==> config.mk <==
export PLATFORM = sky130hd
export DESIGN_NAME = psc_core
export DESIGN_NICKNAME = d
export VERILOG_FILES = /design/src/shared/psc_pkg.sv /design/src/verilog/psc_core.sv
export SDC_FILE = /design/constraint.sdc
export NUM_CORES = 1
export LEC_CHECK = 0
export ABC_AREA = 1
export BUFFER_PORTS_ARGS = -buffer_cell sky130_fd_sc_hd__buf_2
export CORE_ASPECT_RATIO = 1.2
export CORE_MARGIN = 4
export CORE_UTILIZATION = 55
export CTS_CLUSTER_DIAMETER = 40
export CTS_CLUSTER_SIZE = 12
export DETAILED_ROUTE_END_ITERATION = 10
export GPL_ROUTABILITY_DRIVEN = 0
export GPL_TIMING_DRIVEN = 0
export PLACE_DENSITY = 0.72
export SLEW_MARGIN = 25
export SYNTH_ARGS = -nofsm -noshare
export SYNTH_HDL_FRONTEND = slang
export SYNTH_SLANG_ARGS = --single-unit
==> constraint.sdc <==
create_clock -name sys_clk -period 4.7 [get_ports sys_clk]
set_clock_uncertainty 0.1 [all_clocks]
set_input_delay 0.94 -clock sys_clk [delete_from_list [all_inputs] [get_ports sys_clk]]
set_output_delay 0.94 -clock sys_clk [all_outputs]
set_load 0.01 [all_outputs]
==> src/shared/psc_pkg.sv <==
// Constants for the page-size configuration and identification command block.
// Assumes an SPI mode 0/3 host sampling at the 100 MHz system clock.
package psc_pkg;
	// Opcodes of the configuration sequence, the identification read and the status read
	localparam logic [7:0] CFG_OP0 = 8'h3d;
	localparam logic [7:0] CFG_OP1 = 8'h2a;
	localparam logic [7:0] CFG_OP2 = 8'h80;
	localparam logic [7:0] CFG_OP3 = 8'ha6;
	localparam logic [7:0] ID_OP = 8'h9f;
	localparam logic [7:0] STAT_OP = 8'hd7;
	// Page sizes in bytes
	localparam int PAGE_BINARY = 512;
	localparam int PAGE_STANDARD = 528;
	// Status register bit positions
	localparam int STAT_RDY_BIT = 7;
	localparam int STAT_PSIZE_BIT = 0;
	// Fixed status bits 6..1 (compare, density code, protect) as held here
	localparam logic [5:0] STAT_MID = 6'h1a;
	// Identification bytes: arbitrary values, not any real maker's code
	localparam logic [7:0] ID_MFR_DEF = 8'h5a;
	localparam logic [7:0] ID_DEV1_DEF = 8'h11;
	localparam logic [7:0] ID_DEV2_DEF = 8'h01;
	localparam logic [7:0] ID_EXT_LEN = 8'h00;
	// Page program time and clock rate
	localparam int PAGE_PROGRAM_TIME_US = 4000;
	localparam int CLK_MHZ = 100;
	localparam int PROG_CYCLES = PAGE_PROGRAM_TIME_US * CLK_MHZ;
	// Frame states
	typedef enum logic [2:0] {
		PSC_IDLE = 3'b000,
		PSC_OPC = 3'b001,
		PSC_CFG = 3'b010,
		PSC_ID = 3'b011,
		PSC_STAT = 3'b100,
		PSC_IGN = 3'b101
	} psc_state_t;
endpackage

==> src/verilog/psc_core.sv <==
// Serial command front end for page-size configuration, ID read and status read.
// Assumes cs_n, sck and si come from pins in another clock domain; the nonvolatile
// cell lives outside and is reached through nv_* ports.
`timescale 1ns/1ps
`default_nettype none
module psc_core #(
	parameter int PROG_CYCLES = psc_pkg::PROG_CYCLES,
	parameter logic [7:0] ID_MFR = psc_pkg::ID_MFR_DEF,
	parameter logic [7:0] ID_DEV1 = psc_pkg::ID_DEV1_DEF,
	parameter logic [7:0] ID_DEV2 = psc_pkg::ID_DEV2_DEF
) (
	// Clock and reset (reset stands for power-up)
	input wire logic sys_clk,
	input wire logic rst,
	// Serial pins
	input wire logic cs_n,
	input wire logic sck,
	input wire logic si,
	output logic so,
	output logic so_oe_n,
	// Nonvolatile configuration cell
	input wire logic nv_binary,
	output logic nv_write,
	// Block state
	output logic binary_page,
	output logic [9:0] page_bytes,
	output logic busy,
	// Array-group busy from other blocks
	input wire logic array_busy
);
	if (PROG_CYCLES < 1)
	begin : g_bad_prog
		$error("PROG_CYCLES must be at least one");
	end

	// Pin synchronisers
	logic [1:0] cs_sync_ff, nxt_cs_sync;
	logic [1:0] sck_sync_ff, nxt_sck_sync;
	logic [1:0] si_sync_ff, nxt_si_sync;
	logic sck_prev_ff, nxt_sck_prev;
	// Frame state
	psc_pkg::psc_state_t state_ff, nxt_state;
	logic [7:0] shift_ff, nxt_shift;
	logic [2:0] bit_cnt_ff, nxt_bit_cnt;
	logic [1:0] byte_cnt_ff, nxt_byte_cnt;
	logic cfg_ok_ff, nxt_cfg_ok;
	logic [7:0] out_ff, nxt_out;
	logic so_ff, nxt_so;
	logic drive_ff, nxt_drive;
	// Programming and power-up copy
	logic [31:0] prog_cnt_ff, nxt_prog_cnt;
	logic prog_ff, nxt_prog;
	logic nvw_ff, nxt_nvw;
	logic binary_ff, nxt_binary;
	logic loaded_ff, nxt_loaded;
	// Decoded pin events
	logic cs_act, sck_rise, sck_fall, si_bit;
	logic [7:0] rx_byte;
	// Byte that an ID frame sends at a given index
	function automatic logic [7:0] id_byte(input logic [1:0] idx);
		case (idx)
			2'h0: id_byte = ID_MFR;
			2'h1: id_byte = ID_DEV1;
			2'h2: id_byte = ID_DEV2;
			default: id_byte = psc_pkg::ID_EXT_LEN;
		endcase
	endfunction
	// Live status byte
	function automatic logic [7:0] stat_byte(input logic rdy, input logic bin);
		stat_byte = {rdy, psc_pkg::STAT_MID, bin};
	endfunction
	// Synchroniser next values; only the second stage is read by logic
	always_comb
	begin
		nxt_cs_sync = {cs_sync_ff[0], cs_n};
		nxt_sck_sync = {sck_sync_ff[0], sck};
		nxt_si_sync = {si_sync_ff[0], si};
		nxt_sck_prev = sck_sync_ff[1];
	end
	assign cs_act = ~cs_sync_ff[1];
	assign sck_rise = sck_sync_ff[1] & ~sck_prev_ff;
	assign sck_fall = ~sck_sync_ff[1] & sck_prev_ff;
	assign si_bit = si_sync_ff[1];
	assign rx_byte = {shift_ff[6:0], si_bit};
	// Command decode and output shifter
	always_comb
	begin
		nxt_state = state_ff;
		nxt_shift = shift_ff;
		nxt_bit_cnt = bit_cnt_ff;
		nxt_byte_cnt = byte_cnt_ff;
		nxt_cfg_ok = cfg_ok_ff;
		nxt_out = out_ff;
		nxt_so = so_ff;
		nxt_drive = drive_ff;
		if (!cs_act)
		begin
			// Frame over: float SO at once, whatever the bit position
			nxt_state = psc_pkg::PSC_IDLE;
			nxt_drive = 1'b0;
			nxt_cfg_ok = 1'b0;
			nxt_bit_cnt = 3'h0;
			nxt_byte_cnt = 2'h0;
		end
		else
		begin
			case (state_ff)
				psc_pkg::PSC_IDLE:
				begin
					// New frame
					nxt_state = psc_pkg::PSC_OPC;
					nxt_cfg_ok = 1'b0;
					nxt_bit_cnt = 3'h0;
				end
				psc_pkg::PSC_OPC, psc_pkg::PSC_CFG:
				begin
					// Collect opcode bytes on rising edges
					if (sck_rise)
					begin
						nxt_shift = rx_byte;
						nxt_bit_cnt = bit_cnt_ff + 3'h1;
						if (bit_cnt_ff == 3'h7)
						begin
							if (state_ff == psc_pkg::PSC_OPC)
							begin
								if (rx_byte == psc_pkg::CFG_OP0)
								begin
									nxt_state = psc_pkg::PSC_CFG;
									nxt_byte_cnt = 2'h1;
								end
								else if (rx_byte == psc_pkg::ID_OP)
								begin
									nxt_state = psc_pkg::PSC_ID;
									nxt_out = id_byte(2'h0);
									nxt_byte_cnt = 2'h1;
								end
								else if (rx_byte == psc_pkg::STAT_OP)
								begin
									nxt_state = psc_pkg::PSC_STAT;
									nxt_out = stat_byte(~busy, binary_ff);
								end
								else
									nxt_state = psc_pkg::PSC_IGN;
							end
							else
							begin
								// Check the remaining sequence bytes in order
								nxt_byte_cnt = byte_cnt_ff + 2'h1;
								case (byte_cnt_ff)
									2'h1: if (rx_byte != psc_pkg::CFG_OP1) nxt_state = psc_pkg::PSC_IGN;
									2'h2: if (rx_byte != psc_pkg::CFG_OP2) nxt_state = psc_pkg::PSC_IGN;
									default:
									begin
										nxt_state = psc_pkg::PSC_IGN;
										nxt_cfg_ok = (rx_byte == psc_pkg::CFG_OP3);
									end
								endcase
							end
						end
					end
				end
				psc_pkg::PSC_ID, psc_pkg::PSC_STAT:
				begin
					// Shift out MSB first on falling edges
					if (sck_fall)
					begin
						nxt_drive = 1'b1;
						nxt_so = out_ff[3'h7 - bit_cnt_ff];
						nxt_bit_cnt = bit_cnt_ff + 3'h1;
						if (bit_cnt_ff == 3'h7)
						begin
							if (state_ff == psc_pkg::PSC_ID)
							begin
								nxt_out = id_byte(byte_cnt_ff);
								if (byte_cnt_ff != 2'h3)
									nxt_byte_cnt = byte_cnt_ff + 2'h1;
							end
							else
								nxt_out = stat_byte(~busy, binary_ff);
						end
					end
				end
				default:
				begin
					// Unknown or finished command: wait for chip select rise
					nxt_state = psc_pkg::PSC_IGN;
				end
			endcase
		end
	end
	// Programming timer, nonvolatile write and power-up copy
	always_comb
	begin
		nxt_prog = prog_ff;
		nxt_prog_cnt = prog_cnt_ff;
		nxt_nvw = 1'b0;
		nxt_binary = binary_ff;
		nxt_loaded = 1'b1;
		if (!loaded_ff)
			nxt_binary = nv_binary;
		if (!cs_act && cfg_ok_ff && !prog_ff && !array_busy)
		begin
			// Chip select rise after a complete sequence starts the cycle, unless array_busy is high or a cycle is already running
			nxt_prog = 1'b1;
			nxt_prog_cnt = 32'(PROG_CYCLES - 1);
		end
		else if (prog_ff)
		begin
			if (prog_cnt_ff == 32'h0)
			begin
				nxt_prog = 1'b0;
				// Cell only written at the end; early power loss keeps it unset
				nxt_nvw = 1'b1;
			end
			else
				nxt_prog_cnt = prog_cnt_ff - 32'h1;
		end
	end

	// Register update
	always_ff @(posedge sys_clk or posedge rst)
	begin
		if (rst)
		begin
			cs_sync_ff <= 2'h3;
			sck_sync_ff <= 2'h0;
			si_sync_ff <= 2'h0;
			sck_prev_ff <= 1'b0;
			state_ff <= psc_pkg::PSC_IDLE;
			shift_ff <= 8'h00;
			bit_cnt_ff <= 3'h0;
			byte_cnt_ff <= 2'h0;
			cfg_ok_ff <= 1'b0;
			out_ff <= 8'h00;
			so_ff <= 1'b0;
			drive_ff <= 1'b0;
			prog_cnt_ff <= 32'h0;
			prog_ff <= 1'b0;
			nvw_ff <= 1'b0;
			binary_ff <= 1'b0;
			loaded_ff <= 1'b0;
		end
		else
		begin
			cs_sync_ff <= nxt_cs_sync;
			sck_sync_ff <= nxt_sck_sync;
			si_sync_ff <= nxt_si_sync;
			sck_prev_ff <= nxt_sck_prev;
			state_ff <= nxt_state;
			shift_ff <= nxt_shift;
			bit_cnt_ff <= nxt_bit_cnt;
			byte_cnt_ff <= nxt_byte_cnt;
			cfg_ok_ff <= nxt_cfg_ok;
			out_ff <= nxt_out;
			so_ff <= nxt_so;
			drive_ff <= nxt_drive;
			prog_cnt_ff <= nxt_prog_cnt;
			prog_ff <= nxt_prog;
			nvw_ff <= nxt_nvw;
			binary_ff <= nxt_binary;
			loaded_ff <= nxt_loaded;
		end
	end

	// Outputs; the page size follows only the power-up copy
	assign so = so_ff;
	assign so_oe_n = ~drive_ff;
	assign nv_write = nvw_ff;
	assign binary_page = binary_ff;
	assign page_bytes = binary_ff ? 10'(psc_pkg::PAGE_BINARY) : 10'(psc_pkg::PAGE_STANDARD);
	assign busy = prog_ff | array_busy;
endmodule // psc_core
`default_nettype wire

==> summary.md, run 1 <==
| Metric | Value |
|---|---|
| Worst Hold Launch | cs_sync_ff[0]$_DFF_PP1_ |
| Hold Path Depth | 0 |
| Final setup vio count | 0 |
| Power per Cell Area | ~330 mW/mm^2 |
| TritonCTS sink count | 66 |
| H-tree depth | 3 |
| FF-to-FF setup slack | 2.42 ns |
| WL/cell | 13.50 um |
| # resized after CTS | 0 |
| Rows | 33 |
| Synthesized cell area | around 0.0040 sq mm |
| Initial antenna violation count | 0 |
| CTS tree | yes |
| Count of different cell masters after synthesis | 26 |
| Kind of critical path | input port to output port |
| DP HPWL | 7137 um |
| Period minus WS final | about 2.5 ns |
| Number of fill cells | 651 |
| Starting Density | between 50 and 60% |
| Fin. max-slew vios | 0 |
| Routed vias | 3794 |
| Hold worst-path end | cs_sync_ff[1]$_DFF_PP1_ |
| Max Cap Viol | 0 |
| Cts hold-fix bufs | 0 |
| CTS buffer count | 9 |
| Clock Path Buffers | 2 |
| Multi-input gate area in the final layout | about 0.0020 sq mm |
| Remaining antenna violation count | 0 |
| Sequential area share after synthesis | approximately two fifths |
| R2R Path End | prog_cnt_ff[20]$_DFFE_PP0P_ |
| Post-Layout Cell Count | roughly 710 |
| Die H | 101.7 um |
| Hold Vio Cnt, Final | 0 |
| First-pass GRT wire length | 16840 um |
| Setup crit end kind | output port |
| Relative slew margins | 59.93% |
| Layout Nets | approximately 640 |
| Max VDD drop | between 0.2 and 0.25 mV |
| Yosys warnings | 0 |
| Initial DRC count | roughly 180 |
| RSZ-0062 raised after global routing | no |
| Area grow syn2layout | 11.14% |
| Largest net degree at the start of global routing | between 50 and 60 |
| # diodes | 0 |
| Worst r2r src | prog_cnt_ff[0]$_DFFE_PP0P_ |
| Status | completed |
| Layout cells sized above 1 | between 8 and 9% |
| Final worst-path cycle share | about 53% |
| Clk_lat worst skew | approximately 0.36 ns |
| Worst Path Required | ~3.7 ns |
| Worst Path Arrival | between 1 and 1.5 ns |
| Die width | 86.06 um |
| Final WL | slightly below 10000 um |
| Vias/cell | ~5.3 |
| Io pins | 22 |
| DR pass1 iterations | 5 |
| Synthesized flop and latch total | between 60 and 70 |
| Core area | 0.006978 sq mm |
| # port buffers | 12 |
| Gr ovfl total | 0 |
| Placed cell count | about 700 |
| Leak | 0.002280 uW |
| Least-Margin Pin Slew | about 0.60 ns |
| Hold crit path type | flip-flop to flip-flop |
| Post-CTS Setup Bufs | 0 |
| Syn avg cell area | just under 7 sq um |
| Worst-path clk slew | 0.08 ns |
| Reg2reg path depth | 13 |
| Root Buffer | clkbuf_8 |
| Drc violations | 0 |
| Post-synthesis cell count | 590 |
| FF/Latch Area | approximately 0.0017 sq mm |
| Die area | roughly 0.009 sq mm |
| All-Layer GR Usage | about a quarter |
| Worst-path fanout max | 3 |
| Highest Clock Rate | just under 400 MHz |
| Startpoint types | input port |
| Setup TNS Final | 0 ns |
| Number of global-route vias before repair | between 3k and 4k |
[worst max-delay path by stage]
stage                                           from                          end  depth (start not counted)
after floorplan                                  rst      binary_page$_DFFE_PP0N_                          1
after global placement                           rst  prog_cnt_ff[31]$_DFFE_PP0P_                          2
after detailed placement                  array_busy  prog_cnt_ff[21]$_DFFE_PP0P_                          9
after CTS                                 array_busy                         busy                          4
after global routing      prog_cnt_ff[0]$_DFFE_PP0P_  prog_cnt_ff[20]$_DFFE_PP0P_                         13
final                                     array_busy                         busy                          4
[placed cells by master (no fill, tap or decap), types with 10 or more instances in the layout]
master,netlist,final
nand2_1,203,203
nor2_1,87,87
dfrtp_1,64,64
inv_1,58,57
nand3_1,48,48
nand4_1,28,28
o21ai_0,25,25
buf_2,4,16
a21oi_1,13,13
conb_1,2,10
[per-layer routing]
| layer | track usage (%) | part of all wire (%) | routed length [um] |
|---|---|---|---|
| met1 | 29.21 | 41 | 3924 |
| met2 | 41.54 | 51 | 4927 |
| met3 | 2.929 | 4.5 | 432 |
| met4 | 14.37 | 3.7 | 353 |
| met5 | 0 | 0 | 0 |
[through the flow]
stage	utilization, %	hold WS [ns]	setup slack, ns	instance area, sq um	power (uW)
detailed placement	60.91	0.2464	2.159	4250	923.4
CTS	64.05	0.2591	2.211	4469	1466
finish	64.05	0.2585	2.186	4469	1458
global placement	60.48	0.2334	1.262	4220	911.9
floorplan	-	0.2312	2.009	4051	852.0
global route	64.05	0.2613	2.132	4469	1542
[critical path: stages]
cell	delay (ns)
buf_2	0.10
nor2_1	0.19
inv_1	0.09
buf_2	0.15
[cell usage after synthesis (all sizes together)]
cell / n / area [sq um]
buf: 15 / 110.1
o21bai: 5 / 37.54
ha: 7 / 87.58
xnor2: 3 / 26.28
dfstp: 2 / 52.55
inv: 59 / 221.5
nand3: 48 / 240.2
nand4: 28 / 175.2
o211ai: 1 / 7.510
and2: 1 / 6.260
xor2: 6 / 52.55
dfrtp: 64 / 1602
o31ai: 2 / 15.01
conb: 2 / 7.510
nor2: 92 / 362.8
a21oi: 13 / 65.06
or2: 2 / 12.51
nand2: 203 / 762.0
nor3: 6 / 30.03
o21ai: 25 / 125.1
clkbuf: 6 / 22.52
[cell families after synthesis]
group	count (synthesis)	synth area share, %
AOI/OAI and AO/OA	46	6.223
xor gates and xnor gates	9	1.960
adders and majority gates	7	2.178
buffers and inverters	80	8.805
DFF	66	41.13
other	2	0.1868
and+or+nand+nor	380	39.51
[cell type report]
cell class	instances	share of cell area [%]
Multi-Input combinational cell	452	45.72
Sequential cell	66	37.01
Inverter	59	5.011
Buffer	21	2.968
Clock buffer	10	2.856
Tap cell	87	2.436
Clock inverter	6	2.044
Timing Repair Buffer	13	1.960
[power by group]
| group | total, uW | internal [uW] | switching, uW |
|---|---|---|---|
| logic | 242 | 83.6 | 158 |
| clock network | 544 | 300 | 245 |
| registers | 672 | 617 | 54.8 |
[flip-flops by register name, summed over array words and instances (netlist names)]
signal       count
state_ff         3
so               1
prog_ff          1
sck_prev_ff      1
bit_cnt_ff       3
out_ff           5
si_sync_ff       2
prog_cnt_ff     32
loaded_ff        1
drive_ff         1
sck_sync_ff      2
shift_ff         7
nv_write         1
cfg_ok_ff        1
binary_page      1
byte_cnt_ff      2
cs_sync_ff       2
(Power assumes the default switching activity.)
==> run 2, diff against run 1 <==
--- a/config.mk
+++ b/config.mk
@@ -15,7 +15,7 @@
 export DETAILED_ROUTE_END_ITERATION = 10
 export GPL_ROUTABILITY_DRIVEN = 0
 export GPL_TIMING_DRIVEN = 0
-export PLACE_DENSITY = 0.72
+export PLACE_DENSITY = 0.75
 export SLEW_MARGIN = 25
 export SYNTH_ARGS = -nofsm -noshare
 export SYNTH_HDL_FRONTEND = slang
==> constraint.sdc (replaced) <==
create_clock -name sys_clk -period 2 [get_ports sys_clk]
set_clock_uncertainty 0.1 [all_clocks]
set_input_delay 0.4 -clock sys_clk [delete_from_list [all_inputs] [get_ports sys_clk]]
set_output_delay 0.4 -clock sys_clk [all_outputs]
set_load 0.01 [all_outputs]
==> run 2 against run 1 <==
  * Final cell count up 0.98%
  * Non-clock buffer count up 7
  * Critical endpoint is now prog_cnt_ff[19]$_DFFE_PP0P_
  * Sequential power up 140%
  * Routed wire length up 1.4%
  * Clock-buffer cell count unchanged
  * Die area unchanged
  * Critical path type is now flip-flop to flip-flop
==> summary.md, run 2 (synthesis gave the netlist of run 1 again) <==
| Metric | Value |
|---|---|
| RSZ-0062 raised after global routing | no |
| Initial antenna violation count | 0 |
| Worst-path fanout max | 10 |
| Rows | 33 |
| First-pass GRT wire length | 16360 um |
| Starting Density | around 58% |
| Period minus WS final | around 1.9 ns |
| Multi-input gate area in the final layout | around 0.0021 sq mm |
| Max reg flops | 32 |
| CTS buffer count | 9 |
| Io pins | 22 |
| Final WL | 9770 um |
| Layout cells sized above 1 | roughly an eighth |
| Hold Vio Cnt, Final | 0 |
| Die width | roughly 86 um |
| Gr ovfl total | 0 |
| Cell area after layout | 0.004619 sq mm |
| Clk_lat worst skew | approximately 0.35 ns |
| Setup TNS Final | 0 ns |
| Worst Path Arrival | just over 2 ns |
| Area grow syn2layout | 14.87% |
| Max Cap Viol | 0 |
| Worst slack at placement | -0.3147 ns |
| All-Layer GR Usage | between 20% and 30% |
| Largest registers | prog_cnt_ff: 32 flops, shift_ff: 7 flops, out_ff: 5 flops |
| Startpoint types | flip-flop |
| # port buffers | 12 |
| Number of fill cells | 609 |
| Post-DP Area | approximately 0.0043 sq mm |
| Routed vias | approximately 3.9k |
| Worst-path clk slew | roughly 0.08 ns |
| TritonCTS sink count | 66 |
| Largest net degree at the start of global routing | 31 |
| Hold crit path type | input port to flip-flop |
| Power per Cell Area | 742.3 mW/mm^2 |
| FF/Latch Area | roughly 0.0017 sq mm |
| Highest Clock Rate | about 530 MHz |
| Vias/cell | between 5 and 6 |
| Register with the most flip-flops | prog_cnt_ff |
| Most frequent cells in the layout | 201 x nand2_1, 75 x nor2_1, 62 x dfrtp_1 |
| H-tree depth | 3 |
| Final setup vio count | 0 |
| Leak | 0.002329 uW |
| Root Buffer | clkbuf_8 |
| Die area | slightly below 0.009 sq mm |
| DP HPWL | between 7000 and 8000 um |
| Final Total Pwr | between 3000 and 4000 uW |
| Worst Path Required | approximately 2.2 ns |
| Fin worst setup slack | between 0.1 and 0.15 ns |
| Drc violations | 0 |
| Core area | 0.006978 sq mm |
| Relative slew margins | 56.31% |
| CTS tree | yes |
| Final worst-path cycle share | between 90 and 100% |
| Clock Path Buffers | 2 |
| Remaining antenna violation count | 0 |
| Commonest non-fill, non-tap cell in the layout | nand2_1 |
| Setup crit end kind | flip-flop |
| DR pass1 iterations | 4 |
| # diodes | 0 |
| Number of global-route vias before repair | roughly 3.7k |
| Least-Margin Pin Slew | about 0.66 ns |
| WHS | just under 0.04 ns |
| Die H | slightly above 100 um |
| Max VDD drop | roughly 0.47 mV |
| Status | completed |
| Layout Nets | ~640 |
| Fin. max-slew vios | 0 |
| Initial DRC count | 204 |
| WL/cell | between 10 and 15 um |
| Kind of critical path | flip-flop to flip-flop |
-- run 2: critical path: stages (launching register included) --
cell	delay (ns)
dfrtp_1	0.42
inv_4	0.10
ha_4	0.17
nand2_1	0.07
nor2_2	0.14
nand2_1	0.10
nor2_2	0.16
nor2_4	0.07
nor2_4	0.10
buf_6	0.12
buf_6	0.14
nand2_1	0.06
nand2_1	0.07
-- run 2: final cells by class --
| cell class | instances | share of cell area [%] |
|---|---|---|
| flip-flops and latches | 66 | 35.86 |
| clock inverters | 6 | 1.977 |
| inverters | 59 | 4.930 |
| repair buffers | 22 | 3.684 |
| multi-input cells | 452 | 45.59 |
| plain buffers | 19 | 2.844 |
| clock buffers | 10 | 2.763 |
| well taps | 87 | 2.356 |
-- run 2: timing repair --
action                                  4_1_cts  5_1_grt
gates resized for setup                       5       21
endpoints found under the setup margin       40       36
pin swaps                                     0        3
setup buffers                                 0        7
hold buffers                                  1        0
endpoints found under the hold margin        16        0
-- run 2: final timing paths --
| kind | slack (ns) | to | start | cells after the start |
|---|---|---|---|---|
| min | 0.04 | cs_sync_ff[0]$_DFF_PP1_ | cs_n | 1 |
| max in group asynchronous | 0.64 | prog_cnt_ff[15]$_DFFE_PP0P_ | rst | 5 |
| min reg2reg | 0.25 | si_sync_ff[1]$_DFF_PP0_ | si_sync_ff[0]$_DFF_PP0_ | 0 |
| min in group asynchronous | 0.51 | si_sync_ff[0]$_DFF_PP0_ | rst | 3 |
| max | 0.12 | prog_cnt_ff[19]$_DFFE_PP0P_ | prog_cnt_ff[0]$_DFFE_PP0P_ | 12 |
| max reg2reg | 0.12 | prog_cnt_ff[19]$_DFFE_PP0P_ | prog_cnt_ff[0]$_DFFE_PP0P_ | 12 |
-- run 2: report_power, final --
part | switching, uW | internal, uW
Combinational | 384 | 204
Sequential | 127 | 1450
Clock | 559 | 704
-- run 2: routing by layer --
layer | global-route usage (%) | up-vias | routed length (um)
met5 | 0 | - | 0
met4 | 14.49 | 0 | 384
met3 | 3.906 | 37 | 446
met2 | 40.12 | 120 | 5008
met1 | 27.92 | 1802 | 3931
li1 | - | 1939 | -
-- run 2: through the flow --
step / std cells / util, %
after floorplan: 598 / -
after detailed placement: 699 / 61.22
after CTS: 714 / 64.66
final: 721 / 66.20
after global routing: 721 / 66.20
after global placement: 697 / 60.53
==> run 3, diff against run 2 <==
--- a/config.mk
+++ b/config.mk
@@ -6,7 +6,7 @@
 export NUM_CORES = 1
 export LEC_CHECK = 0
 export ABC_AREA = 1
-export BUFFER_PORTS_ARGS = -buffer_cell sky130_fd_sc_hd__buf_2
+export BUFFER_PORTS_ARGS = -buffer_cell sky130_fd_sc_hd__buf_4
 export CORE_ASPECT_RATIO = 1.2
 export CORE_MARGIN = 4
 export CORE_UTILIZATION = 55
==> run 3 against run 2 <==
  * Combinational power is essentially flat
  * Sequential power is essentially flat
  * Routed wire length shrank 1.4%
  * Critical path depth shrank 1
  * Die area is the same
  * Largest cell class unchanged
==> summary.md, run 3 (synthesis gave the netlist of run 1 again) <==
| Metric | Value |
|---|---|
| Worst-path fanout max | 10 |
| Gr ovfl total | 0 |
| H-tree depth | 3 |
| Hold Path Depth | 1 |
| Max incr delay on CP | around 0.4 ns |
| Startpoint types | flip-flop |
| Placed cell count | roughly 700 |
| Critical-path cell list | inv_4 > ha_4 > nand2_1 > nor2_2 > nand2_1 > nor2_2 > nor2_2 > clkbuf_4 > nand2_1 > o21ai_0 > nand2_1 |
| Clk pwr share | between 30 and 40% |
| Final setup vio count | 0 |
| Clk_lat worst skew | around 0.34 ns |
| Fin worst setup slack | 0.07959 ns |
| WP depth | 11 |
| Internal | around 2500 uW |
| Remaining antenna violation count | 0 |
| CTS tree | yes |
| FF/Latch Area | approximately 0.0017 sq mm |
| Die width | 86.06 um |
| Bufs and invs on worst path | 2 |
| Power per Cell Area | ~770 mW/mm^2 |
| Period minus WS final | between 1.5 and 2 ns |
| Routed vias | 3910 |
| Reg2reg path depth | 11 |
| First-pass GRT wire length | 15880 um |
| Highest Clock Rate | around 520 MHz |
| Initial antenna violation count | 0 |
| Register with the most flip-flops | prog_cnt_ff |
| Max Cap Viol | 0 |
| All-Layer GR Usage | a little under a quarter |
| Largest net degree at the start of global routing | 29 |
| Hold crit path type | input port to flip-flop |
| Number of global-route vias before repair | ~3.6k |
| Vias/cell | roughly 5.5 |
| Leak | 0.002336 uW |
| Initial DRC count | between 200 and 300 |
| Switching power | approximately 1100 uW |
| Max reg flops | 32 |
| Kind of critical path | flip-flop to flip-flop |
| Root Buffer | clkbuf_8 |
| Most frequent cells in the layout | 203 x nand2_1, 80 x nor2_1, 64 x dfrtp_1 |
| Flop pwr share | between 40% and 50% |
| CP dominant cell by count | nand2_1 |
| Multi-input gate area in the final layout | 0.002083 sq mm |
| DP HPWL | 7138 um |
| Max VDD drop | 0.4212 mV |
| Combinational share of power | between 15 and 20% |
| Hold Vio Cnt, Final | 0 |
| Die H | 101.7 um |
| Worst-path clk slew | around 0.08 ns |
| CTS buffer count | 9 |
| Worst slack at placement | -0.3003 ns |
| TritonCTS sink count | 66 |
| Clock Path Buffers | 2 |
| Sw Ratio | ~30% |
| Io pins | 22 |
| Die area | 0.008749 sq mm |
| Largest registers | prog_cnt_ff: 32 flops, shift_ff: 7 flops, out_ff: 5 flops |
| Critical path's top delay family | simple AND/OR/NAND/NOR gates |
| Commonest non-fill, non-tap cell in the layout | nand2_1 |
| Rows | 33 |
| # port buffers | 12 |
| Layout cells sized above 1 | 10.95% |
| Final worst-path cycle share | between 90 and 100% |
| Area grow syn2layout | 14.69% |
| Relative slew margins | around three fifths |
| Fin. max-slew vios | 0 |
| Worst Path Required | approximately 2.1 ns |
| Post-Layout Cell Count | between 700 and 800 |
| Layout Nets | between 600 and 700 |
| Least-Margin Pin Slew | between 0.5 and 0.6 ns |
| WL/cell | roughly 13 um |
| Slowest CP cell | dfrtp_1 |
| # diodes | 0 |
| Worst Path Arrival | 2.03 ns |
| DR pass1 iterations | 7 |
| Drc violations | 0 |
| Final WL | roughly 9600 um |
| Setup crit end kind | flip-flop |
| Status | completed |
| Number of fill cells | 596 |
| Starting Density | between 50 and 60% |
| Core area | 0.006978 sq mm |
==> run 3: changes by cell type in the layout (fill, tap and decap cells not counted), moves of 2 or more <==
cell | previous run | this run
nor2_2 | 14 | 10
nand2_2 | 2 | 0
buf_2 | 14 | 3
nand2_1 | 201 | 203
buf_4 | 16 | 25
dfrtp_1 | 62 | 64
clkinvlp_4 | 4 | 2
dfrtp_2 | 2 | 0
nor2_1 | 75 | 80
==> run 3: worst paths after layout <==
path,slack (ns),to,from
max,0.08,prog_cnt_ff[1]$_DFFE_PP0P_,prog_cnt_ff[0]$_DFFE_PP0P_
min,0.06,si_sync_ff[0]$_DFF_PP0_,si
max reg2reg,0.08,prog_cnt_ff[1]$_DFFE_PP0P_,prog_cnt_ff[0]$_DFFE_PP0P_
min reg2reg,0.25,sck_sync_ff[1]$_DFF_PP0_,sck_sync_ff[0]$_DFF_PP0_
max in group asynchronous,0.60,out_ff[0]$_DFFE_PP0P_,rst
min in group asynchronous,0.54,bit_cnt_ff[0]$_DFFE_PP0P_,rst
==> run 3: timing repair <==
item | CTS | global route
endpoints found under the setup margin | 40 | 31
pin swaps | 0 | 1
endpoints found under the hold margin | 18 | 0
hold buffers | 1 | 0
setup buffers | 0 | 4
resized for setup | 5 | 10
==> run 3: metal layers <==
metal | track usage (%) | routed length, um | vias up
met5 | 0 | 0 | -
met4 | 10.96 | 319 | 0
met3 | 3.906 | 533 | 33
met2 | 41.19 | 4998 | 145
met1 | 25.89 | 3787 | 1799
li1 | - | - | 1933
==> run 3: power by group through the flow <==
| stage | logic, uW | registers [uW] | clock network [uW] |
|---|---|---|---|
| CTS | 583 | 1580 | 1400 |
| finish | 586 | 1580 | 1390 |
| floorplan | 429 | 1570 | 0 |
| global route | 677 | 1600 | 1460 |
| detailed placement | 579 | 1610 | 0 |
| global placement | 558 | 1600 | 0 |
==> run 3: stage by stage <==
step	hold slack, ns	setup TNS, ns	cell area (sq um)	power (uW)	utilization (%)
after floorplan	0.2312	0	4055	2003	-
after detailed placement	0.2347	-8.653	4302	2185	61.65
final	0.05897	0	4612	3558	66.09
after global placement	0.2341	-7.106	4254	2155	60.96
after global routing	0.04589	-0.2509	4612	3743	66.09
after CTS	0.04842	0	4566	3569	65.43
==> run 3: layout make-up <==
class	count	area share (%)
Buffer	18	2.550
Clock buffer	10	2.767
Clock inverter	6	2.496
Inverter	59	4.938
Multi-Input combinational cell	452	45.17
Sequential cell	66	35.87
Tap cell	87	2.360
Timing Repair Buffer	19	3.852
